[config.mk]
export PLATFORM = sky130hd
export DESIGN_NAME = fpr_top
export DESIGN_NICKNAME = d
export VERILOG_FILES = /design/src/hw/fpr_pkg.sv /design/src/hw/fpr_ramp_if.sv /design/src/hw/fpr_ramp.sv /design/src/hw/fpr_top.sv
export VERILOG_INCLUDE_DIRS = /design/src /design/src/hw
export SDC_FILE = /design/constraint.sdc
export NUM_CORES = 1
export LEC_CHECK = 0
export ABC_AREA = 0
export BUFFER_PORTS_ARGS = -buffer_cell sky130_fd_sc_hd__buf_4
export CAP_MARGIN = 20
export CORE_MARGIN = 5
export CORE_UTILIZATION = 50
export DETAILED_ROUTE_END_ITERATION = 12
export GPL_ROUTABILITY_DRIVEN = 0
export GPL_TIMING_DRIVEN = 0
export HOLD_SLACK_MARGIN = 0.02
export PLACE_DENSITY = 0.73
export RECOVER_POWER = 50
export SLEW_MARGIN = 20
export SYNTH_ARGS = -nofsm -noshare
export SYNTH_HDL_FRONTEND = slang
export SYNTH_SLANG_ARGS = --single-unit
export TNS_END_PERCENT = 50
[constraint.sdc]
create_clock -name core_clk -period 3.5 [get_ports core_clk]
set_clock_uncertainty 0.1 [all_clocks]
set_input_delay 0.175 -clock core_clk [delete_from_list [all_inputs] [get_ports core_clk]]
set_output_delay 0.175 -clock core_clk [all_outputs]
set_load 0.02 [all_outputs]
[src/hw/fpr_defines.svh]
`ifndef FPR_DEFINES_SVH
`define FPR_DEFINES_SVH

// Register offsets.
`define FPR_OFS_FAN1_MIN 8'h64
`define FPR_OFS_FAN2_MIN 8'h65
`define FPR_OFS_FAN3_MIN 8'h66
`define FPR_OFS_RAMP_B 8'h63

// Reset values.
`define FPR_MIN_RESET 8'h80
`define FPR_RAMP_RESET 8'h00

// Field positions of the ramp control register.
`define FPR_OUT3_RATE_LSB 0
`define FPR_OUT3_ON_BIT 3
`define FPR_OUT2_RATE_LSB 4
`define FPR_OUT2_ON_BIT 7

// Increments per time slot for rate codes 0 to 7.
`define FPR_INC0 8'h01
`define FPR_INC1 8'h02
`define FPR_INC2 8'h03
`define FPR_INC3 8'h05
`define FPR_INC4 8'h08
`define FPR_INC5 8'h0C
`define FPR_INC6 8'h18
`define FPR_INC7 8'h30

// Time slot length in core clock cycles.
`define FPR_SLOT_CYCLES 32'd100000

`endif

[src/hw/fpr_pkg.sv]
package fpr_pkg;
    typedef logic [7:0] fpr_duty_t;
    typedef logic [2:0] fpr_rate_t;
endpackage

[src/hw/fpr_ramp_if.sv]
`timescale 1ns/1ps
interface fpr_ramp_if;
    logic on;
    logic [2:0] rate;
    logic [7:0] target;
    logic slot;
    logic [7:0] duty;
    modport ctrl (output on, output rate, output target, output slot, input duty);
    modport ramp (input on, input rate, input target, input slot, output duty);
endinterface

[src/hw/fpr_ramp.sv]
`timescale 1ns/1ps
`include "fpr_defines.svh"
module fpr_ramp
    import fpr_pkg::*;
(
    input wire logic core_clk,
    input wire logic rst_n,
    input wire logic clkEn,
    fpr_ramp_if.ramp bus
);
    typedef struct packed {
        fpr_duty_t duty;
    } fpr_ramp_s;

    fpr_ramp_s state_r;
    fpr_ramp_s state_nxt;
    fpr_duty_t step;
    logic [8:0] up;

    always_comb
    begin
        unique case (bus.rate)
            3'h0: step = `FPR_INC0;
            3'h1: step = `FPR_INC1;
            3'h2: step = `FPR_INC2;
            3'h3: step = `FPR_INC3;
            3'h4: step = `FPR_INC4;
            3'h5: step = `FPR_INC5;
            3'h6: step = `FPR_INC6;
            3'h7: step = `FPR_INC7;
        endcase
        up = {1'b0, state_r.duty} + {1'b0, step};
        state_nxt = state_r;
        if (!bus.on)
        begin
            state_nxt.duty = bus.target;
        end
        else if (bus.slot)
        begin
            if (bus.target > state_r.duty)
            begin
                // Clamp at the target so the ramp never overshoots.
                state_nxt.duty = (up >= {1'b0, bus.target}) ? bus.target : up[7:0];
            end
            else if (bus.target < state_r.duty)
            begin
                state_nxt.duty = (state_r.duty - bus.target <= step) ? bus.target
                    : state_r.duty - step;
            end
        end
    end

    always_ff @(posedge core_clk)
    begin
        if (!rst_n)
        begin
            state_r <= '0;
        end
        else if (clkEn)
        begin
            state_r <= state_nxt;
        end
    end

    assign bus.duty = state_r.duty;
endmodule

[src/hw/fpr_top.sv]
`timescale 1ns/1ps
`include "fpr_defines.svh"
// How it works
// - Output 3 duty moves gradually toward new targets when its smoothing is on.
// - Rate codes 0..7 give per-slot steps 1,2,3,5,8,12,24,48.
// - Bit 3 turns output 3 smoothing on; off means targets pass directly.
// - Bits 6:4 set output 2 rate with the same encoding.
// - Bit 7 turns output 2 smoothing on.
// - With the lock bit set, writes to the ramp control register are ignored.
// - Three 8-bit floor duty registers reset to 0x80.
// - Floor duty code maps linearly: 0x00 off, 0xFF full.
// - Floor duty registers are read-only in automatic mode.
module fpr_top
    import fpr_pkg::*;
#(
    parameter int SLOT_CYCLES = `FPR_SLOT_CYCLES
)
(
    input wire logic core_clk,
    input wire logic rst_n,
    input wire logic clkEn,
    input wire logic regWr,
    input wire logic [7:0] regAddr,
    input wire logic [7:0] regWdata,
    output logic [7:0] regRdata,
    input wire logic configLock,
    input wire logic autoMode,
    input wire logic [7:0] fanDrive2Target,
    input wire logic [7:0] fanDrive3Target,
    output logic [7:0] fanDrive2Duty,
    output logic [7:0] fanDrive3Duty,
    output logic [7:0] floorDuty1,
    output logic [7:0] floorDuty2,
    output logic [7:0] floorDuty3
);
    // ****************************************************************
    // State
    // ****************************************************************
    typedef struct packed {
        logic [7:0] rampCtl;
        logic [2:0][7:0] floor;
        logic [31:0] slotCnt;
        logic slot;
        logic [7:0] rdata;
    } fpr_top_s;

    fpr_top_s state_r;
    fpr_top_s state_nxt;

    fpr_ramp_if ch2 ();
    fpr_ramp_if ch3 ();

    always_comb
    begin
        state_nxt = state_r;
        state_nxt.slot = 1'b0;
        if (state_r.slotCnt >= 32'(SLOT_CYCLES - 1))
        begin
            state_nxt.slotCnt = '0;
            state_nxt.slot = 1'b1;
        end
        else
        begin
            state_nxt.slotCnt = state_r.slotCnt + 32'd1;
        end
        if (regWr)
        begin
            if (regAddr == `FPR_OFS_RAMP_B && !configLock)
            begin
                state_nxt.rampCtl = regWdata;
            end
            if (!autoMode)
            begin
                if (regAddr == `FPR_OFS_FAN1_MIN)
                begin
                    state_nxt.floor[0] = regWdata;
                end
                if (regAddr == `FPR_OFS_FAN2_MIN)
                begin
                    state_nxt.floor[1] = regWdata;
                end
                if (regAddr == `FPR_OFS_FAN3_MIN)
                begin
                    state_nxt.floor[2] = regWdata;
                end
            end
        end
        unique case (regAddr)
            `FPR_OFS_RAMP_B: state_nxt.rdata = state_r.rampCtl;
            `FPR_OFS_FAN1_MIN: state_nxt.rdata = state_r.floor[0];
            `FPR_OFS_FAN2_MIN: state_nxt.rdata = state_r.floor[1];
            `FPR_OFS_FAN3_MIN: state_nxt.rdata = state_r.floor[2];
            default: state_nxt.rdata = 8'h00;
        endcase
    end

    always_ff @(posedge core_clk)
    begin
        if (!rst_n)
        begin
            state_r.rampCtl <= `FPR_RAMP_RESET;
            state_r.floor <= {3{`FPR_MIN_RESET}};
            state_r.slotCnt <= '0;
            state_r.slot <= 1'b0;
            state_r.rdata <= 8'h00;
        end
        else if (clkEn)
        begin
            state_r <= state_nxt;
        end
    end

    // ****************************************************************
    // Ramp channels
    // ****************************************************************
    assign ch3.on = state_r.rampCtl[`FPR_OUT3_ON_BIT];
    assign ch3.rate = state_r.rampCtl[`FPR_OUT3_RATE_LSB +: 3];
    assign ch3.target = fanDrive3Target;
    assign ch3.slot = state_r.slot;
    assign ch2.on = state_r.rampCtl[`FPR_OUT2_ON_BIT];
    assign ch2.rate = state_r.rampCtl[`FPR_OUT2_RATE_LSB +: 3];
    assign ch2.target = fanDrive2Target;
    assign ch2.slot = state_r.slot;

    fpr_ramp u_ramp2 (
        .core_clk(core_clk),
        .rst_n(rst_n),
        .clkEn(clkEn),
        .bus(ch2)
    );

    fpr_ramp u_ramp3 (
        .core_clk(core_clk),
        .rst_n(rst_n),
        .clkEn(clkEn),
        .bus(ch3)
    );

    assign fanDrive2Duty = ch2.duty;
    assign fanDrive3Duty = ch3.duty;
    // Floor codes pass out unchanged; the modulator maps them linearly.
    assign floorDuty1 = state_r.floor[0];
    assign floorDuty2 = state_r.floor[1];
    assign floorDuty3 = state_r.floor[2];
    assign regRdata = state_r.rdata;
endmodule

==> metrics <==
outcome finished, violations left; failing checks setup timing; RSZ-0062 raised after global routing true; post-DR wirelength/cell roughly 17 um; CTS Sinks approximately 100; Worst R2R End u_ramp3.bus.duty[6]; post-synthesis sequential area ratio a little over a quarter; CTS tree done; die area around 17000 um^2; initial antenna violation count 0; FF+latch count, synth 101; nets approximately 1200; Die H between 100 and 150 um; WHS Endpoint u_ramp2.bus.duty[1]; top_reg_cell synth dfxtp_1; initial DRC count 940; worst reg2reg path startpoint u_ramp3.bus.duty[0]; starting density of the core 50.9%; count of different cell masters after synthesis 67; share of cells above drive strength 1 between 20% and 30%; CTS H-tree lvls 3; port bufs 83; post-synth net total between 1000 and 1500; FFs w/ async S/R, synth 0%; Finished Cell Area around 9100 um^2; final setup fails 7; first-pass GRT wire length between 30 and 40 mm; most frequent cells in the layout buf_4, nor2_1, dfxtp_1, nand2_1, ha_1; Vias per Instance 5.86; CP Capture Type flip-flop; Worst path slowest cell dfxtp_1; min Tclk post-route ~3.6 ns; Critical Path RT between 3 and 4 ns; total grt overflow 0; Crit Path Class reg -> reg; GRT Util Overall 23.4%; critical path, cell by cell inv_1 > ha_1 > fa_2 > nand2b_4 > a21oi_2 > nor2_1 > ha_1 > nor3_1 > nor2_1 > o41ai_2 > o2111ai_2 > nor3_4 > buf_4 > o2111a_1 > a2111oi_2; CTS max path bufs 2; Syn Inst Count ~900; Clock Latency Late Sink 0.35 ns; CP bufs+invs 2; Residual DRC 0; CTS Root Buffer Type clkbuf_16; Slew Limit Fails 0; largest net degree at the start of global routing 19; relative slew slack about a third; die width about 130 um; I/O Pins 86; Power Density 326 nW/um^2; FP Rows 44; Post-synth EDFFs 0; Post-DRT Antenna Nets 0; Pleak 3.88 nW; Synthesis Warnings 0; hold_sp fanDrive2Target[1]; HP Class in -> reg; Via Count ~7200; Max Cap Viol 0; FF-to-FF path depth 15; critical path peak fanout 4; max frequency 0.279 GHz; Hold Path Stages 2; post-synthesis cell area around 7400 um^2; Final Hold Viols 0; final worst slack -0.0823 ns; flop-to-flop setup slack -0.08 ns; Antenna diodes 0; Final period util 102%; clk slew on worst S/H paths approximately 0.080 ns; worst slew pin tran 0.995 ns; highest ir drop seen on vdd 299 uV; CP peak stage delay about 0.42 ns; largest delay contributor family on the critical path compound AO/OA/AOI/OAI gates; TritonCTS buffer count 9; Worst EP arrival 3.71 ns; worst slack, placed -0.445 ns; Routed WL 21.2 mm; Post-DP Area just over 8000 um^2; startpoint types flip-flop; area of the core between 10000 and 15000 um^2; Detailed Routing Iterations Pass 1 6; post-DP HPWL approximately 15 mm; Synth-to-Final Area Change 23.9%; syn avg cell area 7.99 um^2; commonest non-fill, non-tap cell in the layout buf_4; vias in the first global route 6930
## flip-flops by register name, summed over array words and instances (netlist names)
name and flops:
state_r 32, floorDuty1 8, floorDuty2 8, floorDuty3 8
regRdata 8, u_ramp2.bus.duty 8, u_ramp3.bus.duty 8, u_ramp2.step 6
u_ramp3.step 6, ch2.rate 3, ch3.rate 3, ch2.on 1
ch2.slot 1, ch3.on 1
## cell type report
cell class / count / area, um^2
tap: 184 / 230
timing repair buffer: 116 / 900
sequential: 101 / 2050
buffer: 60 / 348
clock inverter: 7 / 82.6
inverter: 58 / 220
clock buffer: 9 / 225
multi-input combinational: 701 / 5080
fill: 1269 / 5340
## Yosys cell counts (5+ instances only)
cell type / count / share of area [%]
clkbuf_1: 29 / 1.5
a21oi_1: 66 / 4.5
nor4_1: 6 / 0.51
nand2_1: 89 / 4.5
mux2i_1: 18 / 2.4
o211ai_1: 6 / 0.61
xnor2_1: 20 / 2.4
xor2_1: 20 / 2.4
o311ai_0: 5 / 0.59
fa_1: 6 / 1.6
buf_4: 32 / 3.3
o21a_1: 16 / 1.6
o21ai_0: 31 / 2.1
nand3_1: 26 / 1.8
o31ai_1: 6 / 0.61
nand4_1: 15 / 1.3
dfxtp_1: 101 / 27
nor2_1: 107 / 5.4
nor2b_1: 15 / 1.3
a221oi_1: 7 / 0.83
nor3_1: 17 / 1.2
mux2_2: 5 / 0.76
a211oi_1: 8 / 0.81
a31oi_1: 20 / 1.7
and3_1: 14 / 1.2
a21o_1: 12 / 1.2
and2_1: 9 / 0.76
ha_1: 77 / 13
nand2b_1: 12 / 1.0
inv_1: 58 / 3.0
## cell families after synthesis
family	after synthesis	synth area share [%]
compound gates	232	21.7
xor+xnor	40	4.75
fa+ha+maj	83	14.7
buf+inv	121	7.82
flops	101	27.4
mux	23	3.21
simple gates	323	20.4
## per-stage QoR
stage | util (%) | instances | TNS [ns] | hold slack, ns | total power, mW
after detailed placement | 56.9 | 1190 | -4.65 | 0.324 | 1.83
after floorplan | - | 923 | 0 | 0.199 | 1.65
after global placement | 56.9 | 1190 | -4.19 | 0.319 | 1.82
after global routing | 63.1 | 1236 | -3.26 | 0.0243 | 3.12
after CTS | 61.6 | 1226 | -0.0355 | 0.0244 | 2.93
final | 63.1 | 1236 | -0.268 | 0.0232 | 2.98
## power breakdown
group	internal, mW	total (mW)	switching, mW
Combinational	0.332	0.747	0.415
Clock	0.567	1.04	0.478
Sequential	1.16	1.19	0.0260
## how the worst max path moves through the flow
stage                     cells after the start                start             endpoint
after CTS                                    15  u_ramp3.bus.duty[1]  u_ramp3.bus.duty[6]
final                                        15  u_ramp3.bus.duty[0]  u_ramp3.bus.duty[6]
after global routing                         17  u_ramp2.bus.duty[0]  u_ramp2.bus.duty[2]
after floorplan                              17  u_ramp2.bus.duty[0]  u_ramp2.bus.duty[2]
after global placement                       16      u_ramp3.step[1]  u_ramp3.bus.duty[7]
after detailed placement                     15      u_ramp3.step[1]  u_ramp3.bus.duty[5]
## routing by layer
metal / track usage (%) / up-vias / routed length [um] / part of all wire, %
met4: 7.71 / 0 / 540 / 2.5
met5: 0 / - / 0 / 0
li1: - / 3516 / - / -
met1: 31.7 / 3371 / 9330 / 44
met3: 3.59 / 51 / 1390 / 6.6
met2: 38.2 / 299 / 9920 / 47
## what timing repair did
action,4_1_cts,5_1_grt
hold endpoints to repair,24,0
setup buffers,13,10
hold buffers,10,0
pin swaps,20,36
gates resized for setup,52,39
endpoints found under the setup margin,16,16
No activity file was read; power rests on OpenSTA's default activity.
